**config.mk**
```make
export PLATFORM = sky130hd
export DESIGN_NAME = adcce_top
export DESIGN_NICKNAME = d
export VERILOG_FILES = /design/src/adcce_pkg.sv /design/src/adcce_cal_if.sv /design/src/adcce_cal_seq.sv /design/src/adcce_top.sv
export SDC_FILE = /design/constraint.sdc
export NUM_CORES = 1
export LEC_CHECK = 0
export BUFFER_PORTS_ARGS = -buffer_cell sky130_fd_sc_hd__buf_2
export CORE_ASPECT_RATIO = 1.75
export CORE_MARGIN = 8
export CORE_UTILIZATION = 45
export CTS_BUF_LIST = sky130_fd_sc_hd__clkbuf_16
export DETAILED_ROUTE_END_ITERATION = 7
export PLACE_DENSITY = 0.67
export SKIP_CTS_REPAIR_TIMING = 1
export SLEW_MARGIN = 0
export SYNTH_ARGS = -nofsm -noshare
export SYNTH_HDL_FRONTEND = slang
export SYNTH_SLANG_ARGS = --single-unit
```
**constraint.sdc**
```tcl
create_clock -name core_clk_i -period 14.4 [get_ports core_clk_i]
set_input_delay 0.72 -clock core_clk_i [delete_from_list [all_inputs] [get_ports core_clk_i]]
set_output_delay 0.72 -clock core_clk_i [all_outputs]
set_load 0.02 [all_outputs]
```
**src/adcce_pkg.sv**
```systemverilog
// Package: constants and types of the converter serial command engine
package adcce_pkg;
	localparam int          CLK_MHZ            = 100;
	localparam int          RESUME_COMM_MS     = 10;
	localparam int          RESUME_COMM_CYC    = RESUME_COMM_MS * 1000 * CLK_MHZ;
	localparam int          RESULT_W           = 24;
	localparam int          NUM_REGS           = 16;
	localparam int          CAL_SAMPLES        = 16;
	localparam int          CAL_MOD_CLKS       = 32;
	localparam int          CAL_OSC_CLKS       = 50;
	localparam logic [23:0] OFFSET_COEF_RST    = 24'h000000;
	localparam logic [23:0] GAIN_COEF_RST      = 24'h400000;
	localparam logic [3:0]  OFC_ADDR0          = 4'h4;
	localparam logic [3:0]  GAIN_ADDR0         = 4'h7;
	localparam logic [6:0]  OP_SINGLE_READ     = 7'h09;
	localparam logic [6:0]  OP_CONT_READ       = 7'h0a;
	localparam logic [6:0]  OP_STOP_CONT       = 7'h0b;
	localparam logic [6:0]  OP_POWER_ON_INIT   = 7'h07;
	localparam logic [3:0]  OP_REG_READ        = 4'h2;
	localparam logic [3:0]  OP_REG_WRITE       = 4'h4;
	localparam logic [7:0]  OP_SYS_OFFSET_CAL  = 8'h60;
	localparam logic [7:0]  OP_SYS_GAIN_CAL    = 8'h61;
	localparam logic [7:0]  OP_SELF_OFFSET_CAL = 8'h62;
	localparam logic [31:0] AHB_OFS_CONTROL    = 32'h0000_0000;
	localparam logic [31:0] AHB_OFS_STATUS     = 32'h0000_0004;
	localparam logic [31:0] AHB_OFS_RESULT     = 32'h0000_0008;
	localparam logic [31:0] AHB_OFS_OFFSET     = 32'h0000_000c;
	localparam logic [31:0] AHB_OFS_GAIN       = 32'h0000_0010;
	typedef enum logic [1:0] {ADCCE_CAL_SYS_OFS, ADCCE_CAL_SYS_GAIN, ADCCE_CAL_SELF_OFS} adcce_cal_t;
endpackage

```
**src/adcce_cal_if.sv**
```systemverilog
// Interface: calibration request and completion between engine and sequencer
`timescale 1ns/10ps
`default_nettype none
interface adcce_cal_if;
	import adcce_pkg::*;
	logic        start;
	adcce_cal_t  kind;
	logic        busy;
	logic        done;
	adcce_cal_t  done_kind;
	logic [23:0] coef;
	logic        short_inputs;
	modport engine (output start, output kind, input busy, input done, input done_kind, input coef,
		input short_inputs);
	modport seq    (input start, input kind, output busy, output done, output done_kind, output coef,
		output short_inputs);
endinterface
`default_nettype wire

```
**src/adcce_cal_seq.sv**
```systemverilog
// Calibration sequencer: averages conversions and times the operation
`timescale 1ns/10ps
`default_nettype none
module adcce_cal_seq #(
	parameter int MOD_DIV = 4,
	parameter int OSC_DIV = 24
) (
	// Clock and reset
	input  wire logic           clk_i,
	input  wire logic           rst_n_i,
	input  wire logic           ce_i,
	// Conversion stream
	input  wire logic           conv_valid_i,
	input  wire logic [23:0]    conv_data_i,
	// Engine side
	adcce_cal_if.seq            cal
);
	import adcce_pkg::*;

	typedef enum logic [1:0] {ADCCE_CS_IDLE, ADCCE_CS_MOD, ADCCE_CS_CONV, ADCCE_CS_OSC} adcce_cs_t;
	adcce_cs_t   state_q;
	logic [31:0] cnt_q;
	logic [4:0]  nsamp_q;
	logic [27:0] acc_q;
	adcce_cal_t  kind_q;

	assign cal.busy         = (state_q != ADCCE_CS_IDLE);
	assign cal.done_kind    = kind_q;
	assign cal.short_inputs = cal.busy && (kind_q == ADCCE_CAL_SELF_OFS);

	// Duration: 32 mod clocks + 16 conversions + 50 osc clocks
	always_ff @(posedge clk_i or negedge rst_n_i) begin
		if (!rst_n_i) begin
			state_q  <= ADCCE_CS_IDLE;
			cnt_q    <= '0;
			nsamp_q  <= '0;
			acc_q    <= '0;
			kind_q   <= ADCCE_CAL_SYS_OFS;
			cal.done <= 1'b0;
			cal.coef <= '0;
		end else if (ce_i) begin
			cal.done <= 1'b0;
			case (state_q)
				ADCCE_CS_IDLE: begin
					if (cal.start) begin
						state_q <= ADCCE_CS_MOD;
						kind_q  <= cal.kind;
						cnt_q   <= 32'(CAL_MOD_CLKS * MOD_DIV);
						nsamp_q <= '0;
						acc_q   <= '0;
					end
				end
				ADCCE_CS_MOD: begin
					if (cnt_q <= 32'd1) begin
						state_q <= ADCCE_CS_CONV;
					end else begin
						cnt_q <= cnt_q - 32'd1;
					end
				end
				ADCCE_CS_CONV: begin
					if (conv_valid_i) begin
						acc_q   <= acc_q + 28'({{4{conv_data_i[23]}}, conv_data_i});
						nsamp_q <= nsamp_q + 5'd1;
						if (nsamp_q == 5'(CAL_SAMPLES - 1)) begin
							state_q <= ADCCE_CS_OSC;
							cnt_q   <= 32'(CAL_OSC_CLKS * OSC_DIV);
						end
					end
				end
				default: begin
					if (cnt_q <= 32'd1) begin
						state_q  <= ADCCE_CS_IDLE;
						cal.done <= 1'b1;
						cal.coef <= acc_q[27:4];
					end else begin
						cnt_q <= cnt_q - 32'd1;
					end
				end
			endcase
		end
	end
endmodule
`default_nettype wire

```
**src/adcce_top.sv**
```systemverilog
// Serial command engine of a delta-sigma converter, with AHB-Lite register view
//
// Decided for this implementation: the placing of the registers and register access over AHB-Lite.
`timescale 1ns/10ps
`default_nettype none
module adcce_top #(
	parameter int RESUME_CYC = adcce_pkg::RESUME_COMM_CYC,
	parameter int MOD_DIV    = 4,
	parameter int OSC_DIV    = 24
) (
	// Clock, reset, enable
	input  wire logic        core_clk_i,
	input  wire logic        resetn_i,
	input  wire logic        ce_i,
	// Serial link
	input  wire logic        sclk_i,
	input  wire logic        cs_n_i,
	input  wire logic        mosi_i,
	output logic             miso_o,
	output logic             miso_oe_o,
	output logic             result_ready_n_o,
	// Converter core
	input  wire logic        conv_valid_i,
	input  wire logic [23:0] conv_data_i,
	output logic             short_inputs_o,
	output logic             cal_busy_o,
	// AHB-Lite slave
	input  wire logic        hsel_i,
	input  wire logic [31:0] haddr_i,
	input  wire logic [1:0]  htrans_i,
	input  wire logic        hwrite_i,
	input  wire logic [2:0]  hsize_i,
	input  wire logic        hready_i,
	input  wire logic [31:0] hwdata_i,
	output logic [31:0]      hrdata_o,
	output logic             hreadyout_o,
	output logic             hresp_o
);
	import adcce_pkg::*;

	// =========================================================
	// Reset and input synchronisers
	logic [1:0] rst_sq;
	logic       rst_n;
	always_ff @(posedge core_clk_i or negedge resetn_i) begin
		if (!resetn_i) begin
			rst_sq <= 2'b00;
		end else begin
			rst_sq <= {rst_sq[0], 1'b1};
		end
	end
	assign rst_n = rst_sq[1];

	logic [2:0] s1_q, s2_q;
	logic       sclk_d1_q;
	always_ff @(posedge core_clk_i or negedge rst_n) begin
		if (!rst_n) begin
			s1_q      <= 3'b010;
			s2_q      <= 3'b010;
			sclk_d1_q <= 1'b0;
		end else if (ce_i) begin
			s1_q      <= {sclk_i, cs_n_i, mosi_i};
			s2_q      <= s1_q;
			sclk_d1_q <= s2_q[2];
		end
	end
	logic sclk_s, cs_n_s, mosi_s, sclk_rise, sclk_fall;
	assign sclk_s    = s2_q[2];
	assign cs_n_s    = s2_q[1];
	assign mosi_s    = s2_q[0];
	assign sclk_rise = sclk_s && !sclk_d1_q;
	assign sclk_fall = !sclk_s && sclk_d1_q;

	// =========================================================
	// Register array and coefficients
	logic [7:0]  regs_q [NUM_REGS];
	logic [23:0] result_q;
	logic        cont_q, cont_pend_q, stop_pend_q;
	logic        ready_n_q;
	logic [31:0] resume_q;

	adcce_cal_if cal_bus ();
	adcce_cal_seq #(
		.MOD_DIV (MOD_DIV),
		.OSC_DIV (OSC_DIV)
	) u_cal (
		.clk_i        (core_clk_i),
		.rst_n_i      (rst_n),
		.ce_i         (ce_i),
		.conv_valid_i (conv_valid_i),
		.conv_data_i  (conv_data_i),
		.cal          (cal_bus.seq)
	);
	assign short_inputs_o = cal_bus.short_inputs;
	assign cal_busy_o     = cal_bus.busy;

	function automatic logic is_offset_kind(input adcce_cal_t k);
		return (k != ADCCE_CAL_SYS_GAIN);
	endfunction

	// =========================================================
	// Serial shifter and command decoder
	typedef enum logic [2:0] {ADCCE_CMD, ADCCE_CNT, ADCCE_WDATA, ADCCE_RDATA, ADCCE_SKIP} adcce_st_t;
	adcce_st_t   st_q;
	logic [2:0]  bit_q;
	logic [7:0]  in_q;
	logic [7:0]  out_q;
	logic [3:0]  ptr_q, left_q;
	logic [4:0]  res_left_q;
	logic        res_active_q;
	logic        is_read_q;
	logic        byte_done;
	logic [7:0]  byte_in;
	logic        reg_we;
	logic [3:0]  reg_wa;
	logic [7:0]  reg_wd;
	logic        load_result;
	logic        ready_fall;
	logic        hold_q;
	logic        miso_q;

	assign byte_in   = {in_q[6:0], mosi_s};
	assign byte_done = sclk_rise && !cs_n_s && (bit_q == 3'd7);

	always_comb begin
		reg_we = 1'b0;
		reg_wa = ptr_q;
		reg_wd = byte_in;
		if (byte_done && st_q == ADCCE_WDATA) begin
			reg_we = 1'b1;
		end
	end

	// Loading: new result into shifter when ready falls in continuous mode, except during a register readout
	assign ready_fall  = conv_valid_i && !cal_bus.busy;
	assign load_result = ready_fall && cont_q && st_q != ADCCE_RDATA;

	always_ff @(posedge core_clk_i or negedge rst_n) begin
		if (!rst_n) begin
			st_q         <= ADCCE_CMD;
			bit_q        <= '0;
			in_q         <= '0;
			out_q        <= '0;
			ptr_q        <= '0;
			left_q       <= '0;
			res_left_q   <= '0;
			res_active_q <= 1'b0;
			is_read_q    <= 1'b0;
			cont_q       <= 1'b1;
			cont_pend_q  <= 1'b0;
			stop_pend_q  <= 1'b0;
			cal_bus.start <= 1'b0;
			cal_bus.kind  <= ADCCE_CAL_SYS_OFS;
			resume_q     <= '0;
		end else if (ce_i) begin
			cal_bus.start <= 1'b0;
			if (resume_q != 32'd0) begin
				resume_q <= resume_q - 32'd1;
			end
			// Mode changes land at the next ready fall
			if (ready_fall) begin
				if (cont_pend_q) begin
					cont_q <= 1'b1;
				end
				if (stop_pend_q) begin
					cont_q <= 1'b0;
				end
				cont_pend_q <= 1'b0;
				stop_pend_q <= 1'b0;
			end
			if (load_result) begin
				out_q        <= conv_data_i[23:16];
				res_left_q   <= 5'd2;
				res_active_q <= 1'b1;
			end
			if (cs_n_s) begin
				// Select high resets framing; result stays for next frame
				st_q  <= ADCCE_CMD;
				bit_q <= '0;
			end else if (sclk_fall && !load_result && !hold_q) begin
				out_q <= {out_q[6:0], 1'b0};
			end
			if (sclk_rise && !cs_n_s) begin
				bit_q <= bit_q + 3'd1;
				in_q  <= byte_in;
			end
			if (byte_done && !load_result) begin
				// Next output byte: register data or rest of result
				if (st_q == ADCCE_RDATA) begin
					out_q <= regs_q[ptr_q];
				end else if (res_active_q && res_left_q != 5'd0) begin
					out_q      <= (res_left_q == 5'd2) ? result_q[15:8] : result_q[7:0];
					res_left_q <= res_left_q - 5'd1;
				end else begin
					res_active_q <= 1'b0;
					out_q        <= '0;
				end
				case (st_q)
					ADCCE_CMD: begin
						// Single read may arrive during last result byte
						if (byte_in[7:1] == OP_SINGLE_READ) begin
							out_q        <= result_q[23:16];
							res_left_q   <= 5'd2;
							res_active_q <= 1'b1;
						end else if (byte_in[7:1] == OP_CONT_READ) begin
							cont_pend_q <= 1'b1;
							stop_pend_q <= 1'b0;
						end else if (byte_in[7:1] == OP_STOP_CONT) begin
							stop_pend_q <= 1'b1;
							cont_pend_q <= 1'b0;
						end else if (byte_in[7:1] == OP_POWER_ON_INIT) begin
							resume_q <= 32'(RESUME_CYC);
						end else if (byte_in[7:4] == OP_REG_READ || byte_in[7:4] == OP_REG_WRITE) begin
							ptr_q     <= byte_in[3:0];
							is_read_q <= (byte_in[7:4] == OP_REG_READ);
							st_q      <= ADCCE_CNT;
						end else if (!cal_bus.busy && (byte_in == OP_SYS_OFFSET_CAL || byte_in == OP_SYS_GAIN_CAL ||
								byte_in == OP_SELF_OFFSET_CAL)) begin
							cal_bus.start <= 1'b1;
							cal_bus.kind  <= adcce_cal_t'(byte_in[1:0]);
						end
					end
					ADCCE_CNT: begin
						left_q <= byte_in[3:0];
						if (is_read_q) begin
							st_q         <= ADCCE_RDATA;
							out_q        <= regs_q[ptr_q];
							res_active_q <= 1'b0;
						end else begin
							st_q <= ADCCE_WDATA;
						end
					end
					ADCCE_WDATA, ADCCE_RDATA: begin
						// Readout bytes are ignored as commands
						ptr_q  <= ptr_q + 4'd1;
						left_q <= left_q - 4'd1;
						if (st_q == ADCCE_RDATA) begin
							out_q <= regs_q[4'(ptr_q + 4'd1)];
						end
						if (left_q == 4'd0) begin
							st_q <= ADCCE_CMD;
							if (st_q == ADCCE_RDATA) begin
								out_q <= '0;
							end
						end
					end
					default: st_q <= ADCCE_CMD;
				endcase
			end
		end
	end

	// Latest result and ready pin (low from result until read begins)
	always_ff @(posedge core_clk_i or negedge rst_n) begin
		if (!rst_n) begin
			result_q  <= '0;
			ready_n_q <= 1'b1;
		end else if (ce_i) begin
			if (ready_fall) begin
				result_q  <= conv_data_i;
				ready_n_q <= 1'b0;
			end else if (!cs_n_s && sclk_rise) begin
				ready_n_q <= 1'b1;
			end
		end
	end
	assign result_ready_n_o = ready_n_q;

	// =========================================================
	// Serial output stage
	// Next byte loads at the eighth rise; the pin keeps the
	// old last bit until its fall, else the host reads early
	always_ff @(posedge core_clk_i or negedge rst_n) begin
		if (!rst_n) begin
			hold_q <= 1'b0;
			miso_q <= 1'b0;
		end else if (ce_i) begin
			if (cs_n_s || sclk_fall) begin
				hold_q <= 1'b0;
			end else if (byte_done) begin
				hold_q <= 1'b1;
			end
			if (!hold_q) begin
				miso_q <= out_q[7];
			end
		end
	end
	assign miso_o           = miso_q;
	assign miso_oe_o        = !cs_n_s;

	// =========================================================
	// AHB-Lite slave
	logic        ahb_we_q;
	logic [31:0] ahb_addr_q;
	logic [31:0] rdata;
	always_ff @(posedge core_clk_i or negedge rst_n) begin
		if (!rst_n) begin
			ahb_we_q   <= 1'b0;
			ahb_addr_q <= '0;
		end else if (ce_i) begin
			ahb_we_q   <= hsel_i && hready_i && htrans_i[1] && hwrite_i;
			if (hsel_i && hready_i && htrans_i[1]) begin
				ahb_addr_q <= haddr_i;
			end
		end
	end

	// Register storage: serial writes, AHB writes, calibration results
	always_ff @(posedge core_clk_i or negedge rst_n) begin
		if (!rst_n) begin
			for (int i = 0; i < NUM_REGS; i++) begin
				regs_q[i] <= '0;
			end
			{regs_q[OFC_ADDR0 + 4'd2], regs_q[OFC_ADDR0 + 4'd1], regs_q[OFC_ADDR0]} <= OFFSET_COEF_RST;
			{regs_q[GAIN_ADDR0 + 4'd2], regs_q[GAIN_ADDR0 + 4'd1], regs_q[GAIN_ADDR0]} <= GAIN_COEF_RST;
		end else if (ce_i) begin
			if (reg_we) begin
				regs_q[reg_wa] <= reg_wd;
			end
			if (ahb_we_q && ahb_addr_q == AHB_OFS_CONTROL) begin
				regs_q[hwdata_i[11:8]] <= hwdata_i[7:0];
			end
			if (cal_bus.done) begin
				if (is_offset_kind(cal_bus.done_kind)) begin
					{regs_q[OFC_ADDR0 + 4'd2], regs_q[OFC_ADDR0 + 4'd1], regs_q[OFC_ADDR0]} <= cal_bus.coef;
				end else begin
					{regs_q[GAIN_ADDR0 + 4'd2], regs_q[GAIN_ADDR0 + 4'd1], regs_q[GAIN_ADDR0]} <= cal_bus.coef;
				end
			end
		end
	end

	always_comb begin
		if (ahb_addr_q == AHB_OFS_STATUS) begin
			rdata = {26'h0, resume_q != 32'd0, st_q != ADCCE_CMD, cont_pend_q, stop_pend_q, cal_bus.busy, cont_q};
		end else if (ahb_addr_q == AHB_OFS_RESULT) begin
			rdata = {8'h00, result_q};
		end else if (ahb_addr_q == AHB_OFS_OFFSET) begin
			rdata = {8'h00, regs_q[OFC_ADDR0 + 4'd2], regs_q[OFC_ADDR0 + 4'd1], regs_q[OFC_ADDR0]};
		end else if (ahb_addr_q == AHB_OFS_GAIN) begin
			rdata = {8'h00, regs_q[GAIN_ADDR0 + 4'd2], regs_q[GAIN_ADDR0 + 4'd1], regs_q[GAIN_ADDR0]};
		end else begin
			rdata = 32'h0000_0000;
		end
	end
	assign hrdata_o    = rdata;
	assign hreadyout_o = 1'b1;
	assign hresp_o     = 1'b0;
endmodule
`default_nettype wire

```
# Word level (Yosys, flattened, before mapping)
# Cells that the tools add are included.
# classes
magnitude_cmp,6
n_bitwise,10
muxes,120
n_addsub,8
reduce_logical,65
eq_ne,34
# op_table
cell,count
$mux W32,14
$mux W128,3
$bwmux W128,2
$mux W8,18
$mux W24,3
$bmux W8 S4,2
$demux W8 S4,2
$eq A32 B4 Y1 const B,2
$pmux W32 S2,1
$sub A32 B1 Y32 const B,2
$mux W28,2
$pmux W28 S2,1
$mux W48,1
$mux W5,8
$mux W1,36
$eq A32 B3 Y1 const B,1
$eq A32 B5 Y1 const B,1
$le A32 B1 Y1 const B,1
$logic_not A32 Y1,1
$reduce_bool A32 Y1,1
$mux W3,10
$add A28 B28 Y28,1
$eq A8 B7 Y1 const B,3
$pmux W8 S3,1
other kinds (49),126
# word_totals
output_inout_bits,39
wordCells,291
register_bits,365
in_bits,103

# Depth between registers and ports, before layout
# Gate-level depths: netlist (run 1).
# logic_depth
ltp_word,12
depth_mapped,16
ltp_nobuf,10

# By module
# A second synthesis (run 1) with hierarchy kept.
# unflattened
cells_unflattened,2323
hier_area_um2,22506.6
# by_module_without_submodules
module,seq_area_each_um2,area_each_um2,instances,cells_per_inst
adcce_top,6787.8,16892.5,1,1749
adcce_cal_seq,2352.3,5614.1,1,574

# Least setup slack after synthesis (run 1)
# Ideal clock, no wire load.
# synth_timing
path_kind,register -> register
startpoint,register ptr_q[0]
endpoint,register out_q[7]
path_buffers,7
path_stages_with_launch,16
path_slack_ns,10.543
setup_time_ns,0.125
required_ns,14.275
period_less_slack_ns,3.857
arrival_ns,3.732
path_cell_list,dfrtp_1 buf_2 buf_2 buf_2 buf_2 buf_4 inv_1 ha_1 buf_2 buf_1 mux4_2 mux2i_1 nand2_1 o211ai_1 a21oi_1 mux2_2
# synth_via
elab_chain_cells,10
word_cells_on_any_way,17
cone_classes,add/sub: 1; mux: 14; bitwise: 2
# synth_rtl
item,line,rtl
from (decl),adcce_top.sv:108,"logic [3:0] ptr_q, left_q;"
from (signal assigned),adcce_top.sv:214,ptr_q <= byte_in[3:0];
from (signal assigned),adcce_top.sv:235,ptr_q <= ptr_q + 4'd1;
$add A4 B1 Y4 / $not A4 Y5 (equally long branches),"adcce_top.sv:238, adcce_top.sv:190, adcce_top.sv:227",
$not A4 Y5 (implied by the code) / $bmux W8 S4 (equally long branches),"adcce_top.sv:238, adcce_top.sv:190, adcce_top.sv:227",
$bmux W8 S4 / $mux W8 (equally long branches),"adcce_top.sv:238, adcce_top.sv:190, adcce_top.sv:227",
"$mux W8, on equally long branches","adcce_top.sv:238, adcce_top.sv:190, adcce_top.sv:227",
"$mux W8, on equally long branches","adcce_top.sv:238, adcce_top.sv:189",
$mux W8,adcce_top.sv:237,if (st_q == ADCCE_RDATA) begin
$mux W8,adcce_top.sv:242,if (st_q == ADCCE_RDATA) begin
$mux W8,adcce_top.sv:240,if (left_q == 4'd0) begin
$pmux W8 S3 (*),adcce_top.sv:198,case (st_q)
$mux W8 (*),adcce_top.sv:187,if (byte_done && !load_result) begin
to (signal assigned),adcce_top.sv:190,out_q <= regs_q[ptr_q];
to (signal assigned),adcce_top.sv:192,out_q <= (res_left_q == 5'd2) ? result_q[15:8] : result_q[7:0];
to (signal assigned),adcce_top.sv:202,out_q <= result_q[23:16];
to (decl),adcce_top.sv:107,logic [7:0] out_q;
# Every way passes the cells marked *; elsewhere a longest branch is shown, timed or not. The select of a mux whose other input is x is not followed.
# A chain may end at the register's enable or synchronous reset.

# Worst setup path after layout (run 1)
# layout_timing
startpoint,register ahb_addr_q[1]
endpoint,output port hrdata_o[23]
# layout_via
elab_chain_cells,5
word_cells_on_any_way,8
cone_classes,eq/ne: 4; mux: 4
# layout_rtl
item,line,rtl
from (decl),adcce_top.sv:294,logic [31:0] ahb_addr_q;
from (signal assigned),adcce_top.sv:303,ahb_addr_q <= haddr_i;
$eq A32 B5 Y1,adcce_top.sv:340,end else if (ahb_addr_q == AHB_OFS_GAIN) begin
$mux W24,adcce_top.sv:340,
$mux W32,adcce_top.sv:338,end else if (ahb_addr_q == AHB_OFS_OFFSET) begin
$mux W32,adcce_top.sv:336,end else if (ahb_addr_q == AHB_OFS_RESULT) begin
$mux W32 (*),adcce_top.sv:334,if (ahb_addr_q == AHB_OFS_STATUS) begin
to (decl),adcce_top.sv:35,"output logic [31:0] hrdata_o,"
# Every way passes the cells marked *; elsewhere a longest branch is shown, timed or not.

==> impl_metrics.csv, run 1 <==
group,metric,value,unit
cts,cts_buffers,38,
detailed_routing,drc,0,
finish,fin_util,50.3,%
detailed_routing,vias,19400,
cts,clk_latency,570,ps
global_routing,grt_max_degree,79,
worst_setup_path,critPathMaxFanout,25,
run_status,status,"completed",
floorplan,initial_core_util,45.6,%
worst_setup_path,crit_chain,"nor4_1, nand4_1, nor3_2, nand2_1, buf_4, or2_2, nor2_1, nor2_1, buf_2",
detailed_routing,wl_per_cell,24.8,µm
synth,syn_avg_cell_area,9.46,µm²
detailed_routing,first_pass_iters,8,
detailed_routing,drtIter0Drc,1724,
cts,cts_root_buffer,"clkbuf_16",
detailed_routing,antenna_left,0,
synth,synth_cell_types,96,
timing,max_freq,246,MHz
synth,post-synth-top-area-cell,"dfrtp_1",
worst_setup_path,start_kind,"register",
global_routing,grt_pass1_vias,19400,
worst_setup_path,crit_path_end_kind,"output pin",
synth,yosysSeqAreaShare,41.3,%
power_and_ir_drop,power.total,2.88,mW
finish,fill_cells,4480,
global_routing,grt_overflow,0,
cts,cts_sinks,365,
floorplan,num_io_pins,142,
timing,fin_crit_sh,28.2,%
power_and_ir_drop,power_leakage,10.4,nW
worst_setup_path,crit_path_frequent_cell,"nor2_1",
finish,fin_cells,3054,
finish,multi_input_area,0.0121,mm²
worst_setup_path,cp.arrival,3350,ps
cts,cts_buffer_depth,3,
synth,yosysWarnings,0,
finish,syn_to_final_growth,10.5,%
synth,ys_async_sr_fraction,100,%
synth,synth_area_leaders,"dfrtp_1 41%, mux4_2 7.3%, o21ai_0 5.5%",
worst_setup_path,slowest_stage,"or2_2",
timing,fin_hold_ws,364,ps
synth,synth_ff_type,"dfrtp_1",
timing,tns,0,ps
placement,place_area,0.0231,mm²
finish,most-common-layout-cells,"358 x dfrtp_1, 241 x o21ai_0, 240 x nor2_1",
global_routing,track_usage,26.5,%
timing,worst_slack,10330,ps
placement,port_buffers,107,
power_and_ir_drop,ir_worst_vdd,0.000102,V
floorplan,core_area,0.0486,mm²
timing,slew-limit-headroom,13.9,%
worst_setup_path,path_class,"reg -> out",
timing,finalHoldViolations,0,
placement,place_ws,10210,ps
finish,stdcell_area,0.0245,mm²
timing,slew_viol_final,0,
synth,synth_top_area_share,40.7,%
finish,ff_latch_area,0.00915,mm²
power_and_ir_drop,p_per_area,118,mW/mm²
finish,final_common_cell,"dfrtp_1",
floorplan,dieHeight,309,µm
synth,synthCells,2341,
cts,path_clk_slew,70,ps
synth,syn_area,0.0221,mm²
floorplan,num_rows,107,
timing,rsz0062_at_grt,"false",
placement,dp_cells,2982,
timing,worst_slew_pin_slew,1290,ps
placement,dp_hpwl,52.9,mm
synth,synth_edf_count,0,
flow_run,maxCapViolCount,0,
floorplan,die_area,0.0568,mm²
detailed_routing,vias_per_cell,6.36,
finish,nets,2520,
detailed_routing,wirelength,75.6,mm
timing,finClkSkew,32.9,ps
synth,yosys_register_bits,365,
timing,setup_viol,0,
min_path,hold_class,"reg -> reg",
worst_setup_path,critPathMaxStageDelay,490,ps
worst_setup_path,required,13680,ps
cts,htree_num_levels,2,
global_routing,antenna_found_initial,1,
floorplan,die_w,184,µm
finish,final_layout_size_suffix_gt1_share,19.0,%
timing,fin_crit,4070,ps
global_routing,grt_pass1_wl,116,mm
placement,gp_congestion,1.03,
cts,cts_tree,"done",
[critical path: cells and delay by family (launching register included)]
family                 cells  cell delay, ps
buffers and inverters      2             440
DFF                        1             380
and+or+nand+nor            7            1960
[power breakdown]
group          internal [mW]  leakage (nW)  switching [mW]
registers               1.15          4.68           0.178
clock network          0.628         0.659           0.453
logic                  0.200          5.10           0.270
total                   1.97          10.4           0.902
[path summary, 6_finish.rpt]
path                                from            to  slack, ps  depth (start not counted)
hold reg to reg                rst_sq[0]     rst_sq[1]        360                          0
hold / removal                 rst_sq[0]     rst_sq[1]        360                          0
max in group asynchronous      rst_sq[1]      ptr_q[0]      10410                          3
min in group asynchronous       resetn_i     rst_sq[1]        470                          2
setup / recovery           ahb_addr_q[1]  hrdata_o[23]      10330                          9
setup reg to reg               rst_sq[1]      ptr_q[0]      10410                          3
[sequential cells by signal, indices dropped and copies added, names as in the netlist, 2 cells and up]
name,flops
ahb_addr_q,32
bit_q,3
cal_bus.kind,2
in_q,7
left_q,4
out_q,8
ptr_q,4
regs_q,128
res_left_q,5
result_q,24
resume_q,32
rst_sq,2
s1_q,3
s2_q,3
st_q,3
u_cal.acc_q,28
u_cal.cal.coef,24
u_cal.cal.done_kind,2
u_cal.cnt_q,32
u_cal.nsamp_q,5
u_cal.state_q,2
[cell usage after synthesis, types with 9 or more instances]
library cell  count
a211oi_1         11
a21o_1           14
a21oi_1         192
a22o_1           10
a22oi_1          54
a31oi_1          11
and2_1           12
buf_2            27
buf_4            12
clkbuf_1        113
dfrtp_1         360
ha_1             47
inv_1            53
mux2_2           93
mux2_4           19
mux2i_1          25
mux4_2           72
nand2_1         182
nand2b_1         10
nand3_1         183
nand4_1           9
nor2_1          240
nor2b_1           9
nor3_1           46
nor4_1           16
o211ai_1         19
o21ai_0         242
o22ai_1          23
o31ai_1           9
or3_1            15
xnor2_1          46
xor2_1           21
[cells by family (layout without fill, tap and decap cells)]
kind of cell    count (synthesis)  count (layout)  synth area share (%)
simple gates                  799             799                  17.8
xor+xnor                       67              67                  2.65
mux                           209             209                  14.5
other cells                     2              12                0.0339
fa+ha+maj                      48              48                  2.75
flops                         365             365                  41.3
buf+inv                       218             267                  4.22
compound gates                633             633                  16.8
[final cells by class]
cell class | instances | share of cell area [%]
Antenna cell | 1 | 0.0102
Clock buffer | 39 | 3.99
Clock inverter | 31 | 1.50
Inverter | 53 | 0.813
Multi-Input combinational cell | 1767 | 49.6
Sequential cell | 365 | 37.4
Tap cell | 654 | 3.35
Timing Repair Buffer | 144 | 3.35
[layer usage]
layer / track usage, % / share of wire, % / wire length [µm] / up-vias
met5: 0 / 0.017 / 13 / -
met4: 20.1 / 8.8 / 6680 / 2
met3: 4.92 / 7.9 / 6000 / 293
met2: 44.8 / 49 / 36900 / 1067
met1: 29.4 / 34 / 26000 / 9463
li1: - / - / - / 8593
Power figures use the tool's default switching activity.
==> run 2: changes to the inputs <==
--- a/config.mk
+++ b/config.mk
@@ -11,7 +11,7 @@
 export CORE_UTILIZATION = 45
 export CTS_BUF_LIST = sky130_fd_sc_hd__clkbuf_16
 export DETAILED_ROUTE_END_ITERATION = 7
-export PLACE_DENSITY = 0.67
+export PLACE_DENSITY = 0.69
 export SKIP_CTS_REPAIR_TIMING = 1
 export SLEW_MARGIN = 0
 export SYNTH_ARGS = -nofsm -noshare
==> constraint.sdc (replaced) <==
create_clock -name core_clk_i -period 3.4 [get_ports core_clk_i]
set_input_delay 0.17 -clock core_clk_i [delete_from_list [all_inputs] [get_ports core_clk_i]]
set_output_delay 0.17 -clock core_clk_i [all_outputs]
set_load 0.02 [all_outputs]
==> impl_metrics.csv, run 2 (synthesis results as in run 1) <==
group,metric,value,unit
power_and_ir_drop,ir_worst_vdd,0.000454,V
timing,worst_slew_pin_slew,1210,ps
worst_setup_path,cp-startpoint,"ahb_addr_q[13]",
power_and_ir_drop,power.total,12.0,mW
floorplan,num_rows,107,
detailed_routing,vias_per_cell,6.33,
floorplan,die_w,184,µm
floorplan,dieHeight,309,µm
min_path,hold_start,"conv_data_i[23]",
placement,dp_cells,3038,
finish,nets,2638,
cts,cts_root_buffer,"clkbuf_16",
floorplan,num_io_pins,142,
global_routing,grt_overflow,0,
finish,final_common_cell,"dfrtp_1",
global_routing,antenna_found_initial,2,
timing,setup_viol,0,
floorplan,core_area,0.0486,mm²
timing,fin_crit_sh,94.2,%
worst_setup_path,crit_path_end_kind,"output pin",
timing,slew-limit-headroom,19.1,%
detailed_routing,drtIter0Drc,1772,
global_routing,grt_max_degree,108,
power_and_ir_drop,power_leakage,11.0,nW
detailed_routing,wirelength,77.0,mm
worst_setup_path,critPathMaxFanout,18,
global_routing,track_usage,26.6,%
cts,htree_num_levels,2,
cts,path_clk_slew,60,ps
power_and_ir_drop,p_per_area,470,mW/mm²
global_routing,grt_pass1_wl,117,mm
detailed_routing,first_pass_iters,5,
finish,final_layout_size_suffix_gt1_share,20.1,%
finish,most-common-layout-cells,"358 x dfrtp_1, 241 x o21ai_0, 237 x nor2_1",
floorplan,die_area,0.0568,mm²
finish,syn_to_final_growth,15.5,%
timing,finClkSkew,40.3,ps
cts,cts_buffer_depth,3,
timing,fin_crit,3200,ps
timing,max_freq,312,MHz
floorplan,initial_core_util,45.6,%
cts,cts_tree,"done",
worst_setup_path,start_kind,"register",
timing,finalHoldViolations,0,
worst_setup_path,cp.arrival,3030,ps
cts,clk_latency,560,ps
global_routing,grt_pass1_vias,19600,
cts,cts_buffers,38,
run_status,status,"completed",
cts,cts_sinks,365,
timing,rsz0062_at_grt,"false",
worst_setup_path,crit-reg2reg-launch,"bit_q[0]",
finish,top_register,"regs_q",
placement,gp_congestion,0.987,
finish,fin_cells,3172,
detailed_routing,vias,20100,
finish,largest_register_ffs,128,
worst_setup_path,required,3230,ps
placement,port_buffers,107,
timing,slew_viol_final,0,
detailed_routing,wl_per_cell,24.3,µm
flow_run,maxCapViolCount,0,
detailed_routing,antenna_left,0,
worst_setup_path,path_class,"reg -> out",
placement,dp_hpwl,54.8,mm
detailed_routing,drc,0,
min_path,hold_class,"in -> reg",
-- run 2: cell type report --
class	count	area, µm²
fillers	4261	23000
flip-flops and latches	365	9150
diodes	2	5.00
inverters	53	199
repair buffers	262	2010
clock inverters	30	278
well taps	654	818
clock buffers	39	976
multi-input cells	1767	12100
-- run 2: critical path, cell delays in order, from the launching register on --
cell and delay, ps:
dfrtp_1 380, nor4_1 350, nand4_1 270, nor3_4 270
nand2_1 120, buf_4 240, a21oi_1 160, a21oi_1 60
nor2_1 360, buf_2 250
-- run 2: report_power, final --
part,switching [mW],total (mW),internal (mW),leakage [nW]
Clock,1.89,4.30,2.41,0.626
Combinational,1.39,2.34,0.948,5.69
Sequential,0.541,5.40,4.86,4.68
-- run 2: stage by stage --
step	setup WS (ps)	instance area, µm²	utilization, %	hold slack [ps]	setup TNS (ps)
final	198	25600	52.6	121	0
after global routing	61.8	25600	52.6	144	0
after CTS	-82.0	24900	51.3	-639	-158
after detailed placement	321	23700	48.7	-43.7	0
after global placement	398	23700	48.7	-44.6	0
after floorplan	-197	22200	-	-126	-70420
-- run 2: final timing paths --
| kind | end | slack [ps] | cells past startpoint |
|---|---|---|---|
| setup / recovery | hrdata_o[14] | 200 | 9 |
| hold / removal | u_cal.acc_q[27] | 120 | 3 |
| setup reg to reg | regs_q[94] | 320 | 9 |
| hold reg to reg | rst_sq[1] | 360 | 0 |
| max in group asynchronous | result_ready_n_o | 2020 | 1 |
| min in group asynchronous | u_cal.acc_q[11] | 410 | 0 |
-- run 2: layer usage --
layer / wire length, µm / global-route usage, % / up-vias
met5: 14 / 0 / -
met4: 6920 / 19.6 / 2
met3: 5230 / 4.15 / 346
met2: 37900 / 45.5 / 1057
met1: 27000 / 29.8 / 9848
li1: - / - / 8826
